[config.mk]
export PLATFORM = sky130hd
export DESIGN_NAME = dma_channel_control
export DESIGN_NICKNAME = d
export VERILOG_FILES = /design/src/inc/dma_pkg.sv /design/src/inc/hold_if.sv /design/src/rtl/dma_channel_control.sv /design/src/rtl/dma_hold_buffer.sv /design/src/rtl/dma_setup_check.sv
export VERILOG_INCLUDE_DIRS = /design/src /design/src/inc
export SDC_FILE = /design/constraint.sdc
export NUM_CORES = 1
export LEC_CHECK = 0
export BUFFER_PORTS_ARGS = -buffer_cell sky130_fd_sc_hd__buf_2
export CORE_MARGIN = 2
export CORE_UTILIZATION = 53
export DETAILED_ROUTE_END_ITERATION = 10
export PLACE_DENSITY = 0.82
export RECOVER_POWER = 25
export SLEW_MARGIN = 5
export SYNTH_ARGS = -nofsm -noshare
export SYNTH_HDL_FRONTEND = slang
export SYNTH_HIERARCHICAL = 1
export SYNTH_SLANG_ARGS = --single-unit
[constraint.sdc]
create_clock -name clk_sys -period 6.55 [get_ports clk_sys]
set_input_delay 1.6375 -clock clk_sys [delete_from_list [all_inputs] [get_ports clk_sys]]
set_output_delay 1.6375 -clock clk_sys [all_outputs]
set_load 0.1 [all_outputs]
[src/inc/dma_defines.svh]
// Constants of the DMA sequencer.
// Assumes inclusion by bare name.
`ifndef DMA_DEFINES_SVH
`define DMA_DEFINES_SVH
// Register index in a channel window (byte = index * 4)
`define REG_CTRL   3'h0
`define REG_STATE  3'h1
`define REG_SRC    3'h2
`define REG_DST    3'h3
`define REG_COUNT  3'h4
// Control register bit positions
`define CB_START   0
`define CB_EXTREQ  1
`define CB_SRCIO   2
`define CB_DSTIO   3
`define CB_SRCINC  4
`define CB_DSTINC  5
`define CB_TRSZ    7:6
`define CB_PORTSZ  9:8
`define CB_NIE     10
`define CB_ABIE    11
`define CB_GLOBAL  12
`define CTRL_MASK  32'h0000_1fff
// State register bit positions
`define SB_ACT     0
`define SB_NC      1
`define SB_ABC     2
`define SB_CONF    3
`define SB_BES     4
`define SB_BED     5
// Size codes
`define SZ_8       2'h3
`define SZ_16      2'h2
`endif

[src/inc/dma_pkg.sv]
// Types shared by the DMA sequencer modules.
// Assumes compilation before interfaces and modules.
package dma_pkg;
   typedef enum logic [1:0] {ST_IDLE, ST_READ, ST_WRITE} eng_state_t;
   typedef logic [1:0] size_code_t;
endpackage : dma_pkg

[src/inc/hold_if.sv]
// Carrier between the sequencer and its holding buffer.
// Assumes one clock; buffer side only reacts to load.
`timescale 1ns/10ps
`default_nettype none
interface hold_if;
   logic                load;    // Capture one incoming beat
   logic [1:0]          beat;    // Beat index of incoming data
   dma_pkg::size_code_t inSize;  // Width code of incoming beat
   logic [31:0]         inData;  // Right-justified incoming data
   logic [1:0]          outBeat; // Beat index of outgoing data
   dma_pkg::size_code_t outSize; // Width code of outgoing beat
   logic [31:0]         word;    // Whole buffer contents
   logic [31:0]         outData; // Right-justified outgoing slice
   modport engine (output load, beat, inSize, inData, outBeat, outSize,
                   input word, outData);
   modport buffer (input load, beat, inSize, inData, outBeat, outSize,
                   output word, outData);
endinterface : hold_if
`default_nettype wire

[src/rtl/dma_channel_control.sv]
// Four-channel dual-address DMA sequencer with register port.
// Assumes a granting bus that ends beats by busReady
// or busError, with right-justified data.
`timescale 1ns/10ps
`default_nettype none
`include "dma_defines.svh"
module dma_channel_control (
   input  wire logic        clk_sys,
   input  wire logic        srst,
   input  wire logic [7:0]  regAddr,
   input  wire logic [31:0] regWrData,
   input  wire logic        regWr,
   input  wire logic        regRd,
   output logic [31:0]      regRdData,
   input  wire logic [3:0]  channelRequestLineN,
   output logic [3:0]       channelAcknowledgeN,
   output logic [3:0]       channelIrq,
   output logic             busReq,
   output logic             busGlobal,
   input  wire logic        busGrant,
   output logic             busValid,
   output logic             busWrite,
   output logic [31:0]      busAddr,
   output dma_pkg::size_code_t busSize,
   output logic [31:0]      busWrData,
   input  wire logic [31:0] busRdData,
   input  wire logic        busReady,
   input  wire logic        busError
);
   import dma_pkg::*;

   // Channel registers
   logic [31:0] channelControlReg  [4];
   logic [31:0] channelStateReg    [4];
   logic [31:0] sourceAddress      [4];
   logic [31:0] destinationAddress [4];
   logic [31:0] byteCounter        [4];
   logic [3:0]  startPend;   // Start written, check next cycle
   logic [3:0]  setupErr;    // Per-channel check result
   logic [3:0]  trig;        // External request captured
   logic [3:0]  reqMeta;     // First synchroniser stage
   logic [3:0]  reqSync;     // Request lines, active high
   logic [3:0]  pend;        // Channel wants service
   logic [3:0]  ackPulse;    // One-cycle acknowledge

   // Engine state
   eng_state_t  state;
   eng_state_t  next_state;
   logic [1:0]  cur;         // Channel in service
   logic [1:0]  beat;        // Beat within the phase
   logic        lastGlobal;  // Kind served last
   logic [1:0]  winSys;      // Best system-kind channel
   logic [1:0]  winGlb;      // Best global-kind channel
   logic        anySys;
   logic        anyGlb;
   logic        pickGlobal;
   logic [1:0]  win;

   // Decoded register access
   logic [1:0]  wrCh;
   logic [2:0]  wrReg;
   logic        wrHit;
   logic        rdHit;

   // Current channel views
   logic [31:0] curCtrl;
   logic        curSrcIo;
   logic        curDstIo;
   size_code_t  curTr;
   size_code_t  curPort;
   logic [2:0]  unitBytes;   // Bytes per transfer unit
   logic [1:0]  portBeats;   // Port beats per unit, minus one
   logic [1:0]  lastBeat;    // Last beat of the current phase
   logic        beatDone;
   logic        phaseEnd;
   logic        unitEnd;
   logic [31:0] cntAfter;
   logic        countZero;
   logic        busErrEv;

   hold_if hb ();

   dma_hold_buffer u_hold (
      .clk_sys (clk_sys),
      .srst    (srst),
      .hb      (hb)
   );

   // One checker per channel
   for (genvar g = 0; g < 4; g++) begin : g_chk
      dma_setup_check u_chk (
         .channelControlReg  (channelControlReg[g]),
         .channelStateReg    (channelStateReg[g]),
         .sourceAddress      (sourceAddress[g]),
         .destinationAddress (destinationAddress[g]),
         .byteCounter        (byteCounter[g]),
         .setupError         (setupErr[g])
      );
   end

   // Channel window of eight words
   assign wrCh  = regAddr[6:5];
   assign wrReg = regAddr[4:2];
   assign wrHit = regWr && !regAddr[7];
   assign rdHit = regRd && !regAddr[7] && (regAddr[4:2] <= `REG_COUNT);

   // Request lines are asynchronous: two flops first
   always_ff @(posedge clk_sys) begin
      if (srst) begin
         reqMeta <= 4'h0;
         reqSync <= 4'h0;
      end else begin
         reqMeta <= ~channelRequestLineN;
         reqSync <= reqMeta;
      end
   end

   // Internal mode wants bus while active, external waits
   always_comb begin
      for (int i = 0; i < 4; i++) begin
         pend[i] = channelStateReg[i][`SB_ACT] &&
                   (!channelControlReg[i][`CB_EXTREQ] || trig[i]);
      end
   end

   // Latch request until acknowledged
   always_ff @(posedge clk_sys) begin
      if (srst) begin
         trig <= 4'h0;
      end else begin
         for (int i = 0; i < 4; i++) begin
            if (ackPulse[i]) begin
               trig[i] <= 1'b0;
            end else if (reqSync[i] && channelStateReg[i][`SB_ACT]) begin
               trig[i] <= 1'b1;
            end
         end
      end
   end

   // Fixed priority per kind; lowest index wins
   always_comb begin
      winSys = 2'h0;
      winGlb = 2'h0;
      anySys = 1'b0;
      anyGlb = 1'b0;
      for (int i = 3; i >= 0; i--) begin
         if (pend[i] && channelControlReg[i][`CB_GLOBAL]) begin
            winGlb = 2'(i);
            anyGlb = 1'b1;
         end
         if (pend[i] && !channelControlReg[i][`CB_GLOBAL]) begin
            winSys = 2'(i);
            anySys = 1'b1;
         end
      end
   end

   // Kinds do not rank, so they alternate
   assign pickGlobal = anyGlb && (!anySys || !lastGlobal);
   assign win        = pickGlobal ? winGlb : winSys;

   // Current channel decode
   assign curCtrl   = channelControlReg[cur];
   assign curSrcIo  = curCtrl[`CB_SRCIO];
   assign curDstIo  = curCtrl[`CB_DSTIO];
   assign curTr     = curCtrl[`CB_TRSZ];
   assign curPort   = curCtrl[`CB_PORTSZ];
   assign unitBytes = (curTr == `SZ_8) ? 3'h1 : (curTr == `SZ_16) ? 3'h2 : 3'h4;
   assign portBeats = (curTr == curPort || !curTr[1] && !curPort[1]) ? 2'h0 :
                      (curTr[1] || curPort == `SZ_16) ? 2'h1 : 2'h3;
   assign lastBeat  = ((state == ST_READ) ? curSrcIo : curDstIo) ? portBeats : 2'h0;
   assign beatDone  = busValid && busReady && !busError;
   assign phaseEnd  = beatDone && (beat == lastBeat);
   assign unitEnd   = phaseEnd && (state == ST_WRITE);
   assign cntAfter  = byteCounter[cur] - {29'h0, unitBytes};
   assign countZero = (cntAfter == 32'h0000_0000);
   assign busErrEv  = busValid && busError;

   // Peripheral beats use port width, memory the unit
   assign busValid  = busGrant && (state != ST_IDLE);
   assign busWrite  = (state == ST_WRITE);
   assign busReq    = (state != ST_IDLE) || (|pend);
   assign busGlobal = (state != ST_IDLE) ? curCtrl[`CB_GLOBAL] : pickGlobal;
   assign busSize   = (busWrite ? curDstIo : curSrcIo) ? curPort : curTr;
   // Peripheral address fixed: beats on low lanes
   assign busAddr   = busWrite ? destinationAddress[cur] : sourceAddress[cur];
   assign busWrData = hb.outData;

   // Holding buffer hookup
   assign hb.load    = beatDone && (state == ST_READ);
   assign hb.beat    = beat;
   assign hb.inSize  = curSrcIo ? curPort : curTr;
   assign hb.inData  = busRdData;
   assign hb.outBeat = beat;
   assign hb.outSize = curDstIo ? curPort : curTr;

   // Acknowledge per peripheral unit or memory count end
   always_comb begin
      ackPulse = 4'h0;
      if (unitEnd && (curSrcIo || curDstIo || countZero)) begin
         ackPulse[cur] = 1'b1;
      end
   end
   assign channelAcknowledgeN = ~ackPulse;

   // Next engine state
   always_comb begin
      next_state = state;
      case (state)
         ST_IDLE: begin
            if ((|pend) && busGrant) begin
               next_state = ST_READ;
            end
         end
         ST_READ: begin
            if (busErrEv) begin
               next_state = ST_IDLE;
            end else if (phaseEnd) begin
               next_state = ST_WRITE;
            end
         end
         ST_WRITE: begin
            // Rearbitrate: a lower-index channel may take over
            if (busErrEv || unitEnd) begin
               next_state = ST_IDLE;
            end
         end
         default: next_state = ST_IDLE;
      endcase
   end

   // Engine sequencing registers
   always_ff @(posedge clk_sys) begin
      if (srst) begin
         state      <= ST_IDLE;
         cur        <= 2'h0;
         beat       <= 2'h0;
         lastGlobal <= 1'b0;
      end else begin
         state <= next_state;
         if (state == ST_IDLE && next_state == ST_READ) begin
            cur        <= win;
            lastGlobal <= pickGlobal;
         end
         beat <= (phaseEnd || state == ST_IDLE) ? 2'h0 : beat + 2'(beatDone);
      end
   end

   // Control register and start detection
   always_ff @(posedge clk_sys) begin
      if (srst) begin
         for (int i = 0; i < 4; i++) begin
            channelControlReg[i] <= 32'h0000_0000;
         end
         startPend <= 4'h0;
      end else begin
         startPend <= 4'h0;
         if (wrHit && wrReg == `REG_CTRL) begin
            channelControlReg[wrCh] <= regWrData & `CTRL_MASK;
            startPend[wrCh] <= regWrData[`CB_START];
         end
      end
   end

   // Hardware set beats a software clear in one cycle
   always_ff @(posedge clk_sys) begin
      if (srst) begin
         for (int i = 0; i < 4; i++) begin
            channelStateReg[i] <= 32'h0000_0000;
         end
      end else begin
         for (int i = 0; i < 4; i++) begin
            logic [31:0] s;
            s = channelStateReg[i];
            if (wrHit && wrReg == `REG_STATE && wrCh == 2'(i)) begin
               s = s & ~(regWrData & 32'h0000_003e);
            end
            if (startPend[i]) begin
               if (setupErr[i]) begin
                  s[`SB_ABC]  = 1'b1;
                  s[`SB_CONF] = 1'b1;
                  s[`SB_ACT]  = 1'b0;
               end else begin
                  s[`SB_ACT] = 1'b1;
               end
            end
            if (cur == 2'(i) && busErrEv) begin
               s[`SB_ABC] = 1'b1;
               s[`SB_BES] = s[`SB_BES] | (state == ST_READ);
               s[`SB_BED] = s[`SB_BED] | (state == ST_WRITE);
               s[`SB_ACT] = 1'b0;
            end
            if (cur == 2'(i) && unitEnd && countZero) begin
               s[`SB_NC]  = 1'b1;
               s[`SB_ACT] = 1'b0;
            end
            channelStateReg[i] <= s;
         end
      end
   end

   // Engine moves address and count only after a unit, so a
   // setup error leaves them untouched
   always_ff @(posedge clk_sys) begin
      if (srst) begin
         for (int i = 0; i < 4; i++) begin
            sourceAddress[i]      <= 32'h0000_0000;
            destinationAddress[i] <= 32'h0000_0000;
            byteCounter[i]        <= 32'h0000_0000;
         end
      end else if (unitEnd) begin
         byteCounter[cur] <= cntAfter;
         if (curCtrl[`CB_SRCINC] && !curSrcIo) begin
            sourceAddress[cur] <= sourceAddress[cur] + {29'h0, unitBytes};
         end
         if (curCtrl[`CB_DSTINC] && !curDstIo) begin
            destinationAddress[cur] <= destinationAddress[cur] + {29'h0, unitBytes};
         end
      end else if (wrHit) begin
         case (wrReg)
            `REG_SRC:   sourceAddress[wrCh]      <= regWrData;
            `REG_DST:   destinationAddress[wrCh] <= regWrData;
            `REG_COUNT: byteCounter[wrCh]        <= regWrData;
            default: ;
         endcase
      end
   end

   // Read data one cycle after the strobe, zero elsewhere
   always_ff @(posedge clk_sys) begin
      if (srst || !rdHit) begin
         regRdData <= 32'h0000_0000;
      end else begin
         case (wrReg)
            `REG_CTRL:  regRdData <= channelControlReg[wrCh];
            `REG_STATE: regRdData <= channelStateReg[wrCh];
            `REG_SRC:   regRdData <= sourceAddress[wrCh];
            `REG_DST:   regRdData <= destinationAddress[wrCh];
            default:    regRdData <= byteCounter[wrCh];
         endcase
      end
   end

   // Interrupt stays up while an enabled flag stays set
   always_comb begin
      for (int i = 0; i < 4; i++) begin
         channelIrq[i] = (channelStateReg[i][`SB_NC] && channelControlReg[i][`CB_NIE]) ||
                         (channelStateReg[i][`SB_ABC] && channelControlReg[i][`CB_ABIE]);
      end
   end
endmodule : dma_channel_control
`default_nettype wire

[src/rtl/dma_hold_buffer.sv]
// 32-bit holding buffer that packs and unpacks narrow beats.
// Assumes little-endian lanes, beat 0 lowest.
`timescale 1ns/10ps
`default_nettype none
`include "dma_defines.svh"
module dma_hold_buffer (
   input  wire logic clk_sys,
   input  wire logic srst,
   hold_if.buffer    hb
);
   import dma_pkg::*;
   logic [31:0] holdingBuffer; // Buffered transfer unit
   logic [4:0]  inShift;       // Bit offset of incoming beat
   logic [4:0]  outShift;      // Bit offset of outgoing beat
   logic [31:0] inMask;        // Lanes written by incoming beat

   // Beat width times index gives the lane offset
   function automatic logic [4:0] lane_off(input size_code_t sz, input logic [1:0] b);
      lane_off = (sz == `SZ_8) ? {b, 3'h0} : (sz == `SZ_16) ? {b[0], 4'h0} : 5'h00;
   endfunction : lane_off

   assign inShift    = lane_off(hb.inSize, hb.beat);
   assign outShift   = lane_off(hb.outSize, hb.outBeat);
   assign inMask     = ((hb.inSize == `SZ_8) ? 32'h0000_00ff :
                        (hb.inSize == `SZ_16) ? 32'h0000_ffff : 32'hffff_ffff) << inShift;
   assign hb.word    = holdingBuffer;
   assign hb.outData = holdingBuffer >> outShift;

   // Merge the beat, other lanes keep earlier beats
   always_ff @(posedge clk_sys) begin
      if (srst) begin
         holdingBuffer <= 32'h0000_0000;
      end else if (hb.load) begin
         holdingBuffer <= (holdingBuffer & ~inMask) | ((hb.inData << inShift) & inMask);
      end
   end
endmodule : dma_hold_buffer
`default_nettype wire

[src/rtl/dma_setup_check.sv]
// Combinational configuration check for one channel.
// Assumes the channel's live register values.
`timescale 1ns/10ps
`default_nettype none
`include "dma_defines.svh"
module dma_setup_check (
   input  wire logic [31:0] channelControlReg,
   input  wire logic [31:0] channelStateReg,
   input  wire logic [31:0] sourceAddress,
   input  wire logic [31:0] destinationAddress,
   input  wire logic [31:0] byteCounter,
   output logic             setupError
);
   import dma_pkg::*;
   size_code_t  trSize;   // Transfer size code
   size_code_t  portSize; // Peripheral port size code
   logic [31:0] alignMsk; // Low bits that must be zero
   logic        sizeBad;  // Port wider than transfer

   assign trSize   = channelControlReg[`CB_TRSZ];
   assign portSize = channelControlReg[`CB_PORTSZ];
   assign alignMsk = (trSize == `SZ_8) ? 32'h0000_0000 :
                     (trSize == `SZ_16) ? 32'h0000_0001 : 32'h0000_0003;
   // A narrower transfer forbids any wider port
   assign sizeBad  = ((trSize == `SZ_16) && !portSize[1]) ||
                     ((trSize == `SZ_8) && (portSize != `SZ_8));
   assign setupError =
      (channelControlReg[`CB_SRCIO] && channelControlReg[`CB_DSTIO]) ||
      channelStateReg[`SB_NC] || channelStateReg[`SB_ABC] ||
      ((byteCounter & alignMsk) != 32'h0000_0000) ||
      (((sourceAddress | destinationAddress) & alignMsk) != 32'h0000_0000) ||
      sizeBad ||
      (byteCounter == 32'h0000_0000);
endmodule : dma_setup_check
`default_nettype wire

; ---- Yosys cells after proc, flatten, opt, wreduce, memory -nomap -nowiden
; Memory sizes are Yosys's and may differ from the RTL's. A register that Yosys moved wholly into a read port is not among the register bits.
; Index checks and enable logic that the tools add are counted.
[op_classes]
n_addsub = 4
mul = 0
div_mod_pow = 0
order_cmp = 5
eq_ne = 34
shift = 3
mux = 175
bitwise = 37
reduce_logical = 171
[ops]
columns = cell, n
row1 = $mux W32, 25
row2 = $and A32 B32 Y32, 14
row3 = $reduce_bool A32 Y1, 8
row4 = $reduce_or A32 Y1, 6
row5 = $logic_not A32 Y1, 5
row6 = $or A32 B32 Y32, 5
row7 = $mux W2, 66
row8 = $pmux W32 S4, 1
row9 = $logic_and A1 B1 Y1, 73
row10 = $mux W1, 72
row11 = $add A32 B3 Y32, 2
row12 = $shl A32 B5 Y32, 2
row13 = $logic_or A1 B1 Y1, 45
row14 = $eq A2 B2 Y1 const B, 20
row15 = $not A32 Y32, 1
row16 = $not A6 Y32, 1
row17 = $shr A32 B5 Y32, 1
row18 = $sub A32 B3 Y32, 1
row19 = $logic_not A1 Y1, 21
row20 = $mux W5, 4
row21 = $mux W13, 1
row22 = $reduce_or A13 Y1, 1
row23 = $or A1 B1 Y1, 12
row24 = $reduce_or A2 Y1, 6
row25 = other kinds (21), 36
[word_totals]
reg_bits = 87
latch_bits = 0
mem_bits_rw = 564
romBits = 0
input_bits = 83
output_inout_bits = 110
elab_cells = 447
n_memories = 5
[memory_table]
columns = name, depth, word_bits, read_ports, rd_ports_with_merged_regs, write_ports, line_no
row1 = byteCounter, 4, 32, 6, 1, 4, dma_channel_control.sv:37  ; logic [31:0] byteCounter [4];
row2 = channelStateReg, 4, 32, 5, 0, 4, dma_channel_control.sv:34  ; logic [31:0] channelStateReg [4];
row3 = destinationAddress, 4, 32, 6, 1, 4, dma_channel_control.sv:36  ; logic [31:0] destinationAddress [4];
row4 = sourceAddress, 4, 32, 6, 1, 4, dma_channel_control.sv:35  ; logic [31:0] sourceAddress [4];
row5 = channelControlReg, 4, 13, 6, 1, 4, dma_channel_control.sv:33  ; logic [31:0] channelControlReg [4];

; ---- Depth between registers and ports, before layout
; An unclocked memory read counts as a cell.
[logic_depth]
depth_word = 16
depth_mapped = 24
depth_no_buf = 12

; ---- Hierarchy
; The synthesis kept the hierarchy.
[by_module_without_submodules]
columns = module, instances, cells_per_inst, area_per_inst_um2, seq_area_each_um2
row1 = dma_channel_control, 1, 2274, 28003.1, 14714.1
row2 = dma_hold_buffer, 1, 252, 2130.8, 640.6
row3 = dma_setup_check, 4, 21, 121.4, 0.0

; ---- Least setup slack after synthesis
; No wires, ideal clock.
[synth_path]
kind = reg2out
from = register (tool-made name)
to = output channelAcknowledgeN[0]
arrival_ns = 6.301
t_required_ns = 4.912
slack_ns = -1.388
stages_incl_launch_ff = 22
path_buffers = 11
path_cell_list = dfxtp_1 > buf_6 > buf_12 > buf_12 > buf_12 > buf_8 > buf_6 > buf_4 > buf_4 > buf_2 > buf_2 > mux4_2 > ha_1 > nor2b_1 > o21a_1 > nor4b_2 > and3_1 > a211oi_1 > o211ai_1 > nor4_4 > buf_6 > o211ai_1
[synth_rtl]
columns = element, line_no
row1 = to (decl), dma_channel_control.sv:16  ; output logic [3:0] channelAcknowledgeN,

==> impl_metrics.env <==
export IMPL_clk_path_buf_depth=3
export IMPL_p_per_area_mw_per_mm2=233.6
export IMPL_die_x_um=244.3
export IMPL_maxCapViolCount=7
export IMPL_sw_frac_of_total_pct=25.58
export IMPL_dpl_cell_area_sq_mm=0.03229
export IMPL_viasPerCell=6.767
export IMPL_syn_area_per_cell_sq_um=11.73
export IMPL_vias=24270
export IMPL_leakagePower_nw=12.75
export IMPL_routedWlPerCell_um=27.92
export IMPL_use_met3_pct=9.691
export IMPL_worst_slack_ns=0.08560
export IMPL_power_internal_mw=5.988
export IMPL_antenna_found_initial=10
export IMPL_tightest_slew_ns=3.790
export IMPL_cts_made_buffers=57
export IMPL_worstSkewPairLatency_ns=0.67
export IMPL_fp_dieH_um=244.3
export IMPL_failed_checks="capacitance limit, slew limit"
export IMPL_crit_type="register to output pin"
export IMPL_track_usage_pct=33.02
export IMPL_cts_tree="built"
export IMPL_fin_worst_skew_ns=0.07043
export IMPL_cp_max_fo=6
export IMPL_cts_sinks=549
export IMPL_grt_pass1_vias=23840
export IMPL_area_delta_synth_final_pct=12.47
export IMPL_gp_congestion=0.9612
export IMPL_dp_slack_ns=0.2661
export IMPL_use_met1_pct=42.78
export IMPL_finalSetupViolCount=0
export IMPL_cts_root_buf="clkbuf_16"
export IMPL_maxSlewViolCount=261
export IMPL_maxSlewHeadroom_pct=-152.7
export IMPL_hold_viol_final=0
export IMPL_postRouteAntennaNets=0
export IMPL_final_period_utilization_pct=98.69
export IMPL_rsz0062_at_grt="true"
export IMPL_dr_pass1_iters=7
export IMPL_critical_path_endpoint_type="output pin"
export IMPL_design_area_sq_mm=0.03443
export IMPL_initial_core_util_pct=53.37
export IMPL_drtIter0Drc=4051
export IMPL_power_switching_mw=2.058
export IMPL_die_area_sq_mm=0.05970
export IMPL_critPathRequiredTime_ns=4.91
export IMPL_htree_levels=2
export IMPL_std_cell_rows=88
export IMPL_drc=0
export IMPL_drive_above_1_share_pct=21.76
export IMPL_pwr_share_comb_pct=9.7
export IMPL_cp_arrival_ns=4.83
export IMPL_grt_use_met2_pct=50.57
export IMPL_yosysWarnings=6
export IMPL_period_minus_slack_ns=6.464
export IMPL_synth_net_count=2706
export IMPL_p_seq_share_pct=49.0
export IMPL_synth_cells=2609
export IMPL_overflow=0
export IMPL_dp_hpwl_um=67340
export IMPL_critPathLaunchType="register"
export IMPL_final_nets=2865
export IMPL_core_sq_mm=0.05737
export IMPL_ir_worst_vdd_v=0.0002259
export IMPL_p_clk_share_pct=41.3
export IMPL_fmax_mhz=154.7
export IMPL_io_pins=193
export IMPL_routed_wirelength_um=100100
export IMPL_clk_pin_slew_ns=0.06
export IMPL_status="finished with violations"
export IMPL_grt_max_degree=77
export IMPL_hold_path_class="register to register"
export IMPL_synthesis_area_sq_mm=0.03062
export IMPL_grt_pass1_wl_um=147700
export IMPL_port_buffers=190
export IMPL_grt_busiest_layer="met2"
worst paths after layout:
check	startpoint	to	slack, ns	cells after the start
hold reg to reg	reqMeta[1]	reqSync[1]	0.43	1
setup reg to reg	state[0]	byteCounter[0][17]	0.53	12
hold / removal	reqMeta[1]	reqSync[1]	0.43	1
setup / recovery	register	channelAcknowledgeN[2]	0.09	14
cells in the final DEF, fill, tap and decap left out, types with 8 or more instances in the layout:
cell and count:
nor2_1 485, edfxtp_1 436, nand2_1 230, mux4_2 211
buf_2 142, inv_1 136, dfxtp_1 111, a22oi_1 99
a21oi_1 80, buf_4 67, clkbuf_16 63, clkbuf_1 58
xnor2_1 49, mux2i_1 41, xor2_1 40, nor4_1 37
nor3_1 32, nand3_1 31, o21ai_0 31, mux2_2 30
and3_1 26, a211oi_1 25, nand4_1 21, and2_1 16
mux4_1 15, nor2b_1 15, or3_1 15, o211ai_1 15
o2bb2ai_1 15, a2bb2oi_1 14, or2_2 13, clkinv_1 11
nand2b_1 10, ha_1 10, nand3b_1 9, and4_1 9
a221oi_1 8, a31oi_1 8, clkinv_2 8
power groups by stage:
stage / sequential (mW) / clock, mW / combinational [mW]
after CTS: 3.94 / 3.32 / 0.750
final: 3.94 / 3.32 / 0.782
after detailed placement: 4.01 / 0 / 0.741
after global routing: 3.95 / 3.45 / 0.807
after global placement: 4.00 / 0 / 0.735
after floorplan: 4.01 / 0 / 0.466
layer usage:
layer  up-vias  share of wire, %
li1      10090                 -
met1     11870                35
met2      1892                46
met3       392                14
met4        16               5.8
met5         -             0.098
state kept, by name, indices dropped and copies added, names as in the netlist, named ones only:
signal	count
beat	2
byteCounter	128
channelControlReg	52
channelStateReg	24
cur	2
destinationAddress	128
lastGlobal	1
regRdData	32
reqMeta	4
reqSync	4
sourceAddress	128
startPend	4
state	2
trig	4
through the flow:
stage	setup TNS, ns	utilization, %	hold slack, ns	std cells	power, mW
2_1_floorplan	-2.751	-	0.4138	2609	4.473
3_3_place_gp	0	56.29	0.4181	3458	4.734
3_5_place_dp	0	56.29	0.4274	3458	4.754
4_1_cts	0	59.82	0.4359	3570	8.005
5_1_grt	-0.02938	60.01	0.4516	3583	8.209
6_report	0	60.03	0.4298	3586	8.046
critical path, stage by stage (launching register included):
cell and delay (ns):
dfxtp_4 0.41, mux4_2 0.63, and2_4 0.22, ha_4 0.16
fa_2 0.37, nor2b_4 0.21, or3_1 0.15, o2111ai_2 0.14
a2111oi_4 0.38, nand3_1 0.11, or4_4 0.51, nor4_4 0.35
buf_6 0.20, o211ai_1 0.12, buf_6 0.23
what timing repair did:
item | 4_1_cts | 5_1_grt
pin swaps | 2 | 11
resized for setup | 17 | 22
setup endpoints to repair | 4 | 27
hold buffers | 0 | 0
setup buffers | 4 | 12
final cells by class:
| cell class | instances | area (sq um) |
|---|---|---|
| fillers | 4435 | 22930 |
| flip-flops and latches | 549 | 15360 |
| diodes | 4 | 10.01 |
| repair buffers | 269 | 1559 |
| clock inverters | 29 | 242.7 |
| inverters | 139 | 521.8 |
| multi-input cells | 1752 | 14090 |
| clock buffers | 79 | 1687 |
| well taps | 765 | 957.2 |
(Power assumes the default switching activity.)
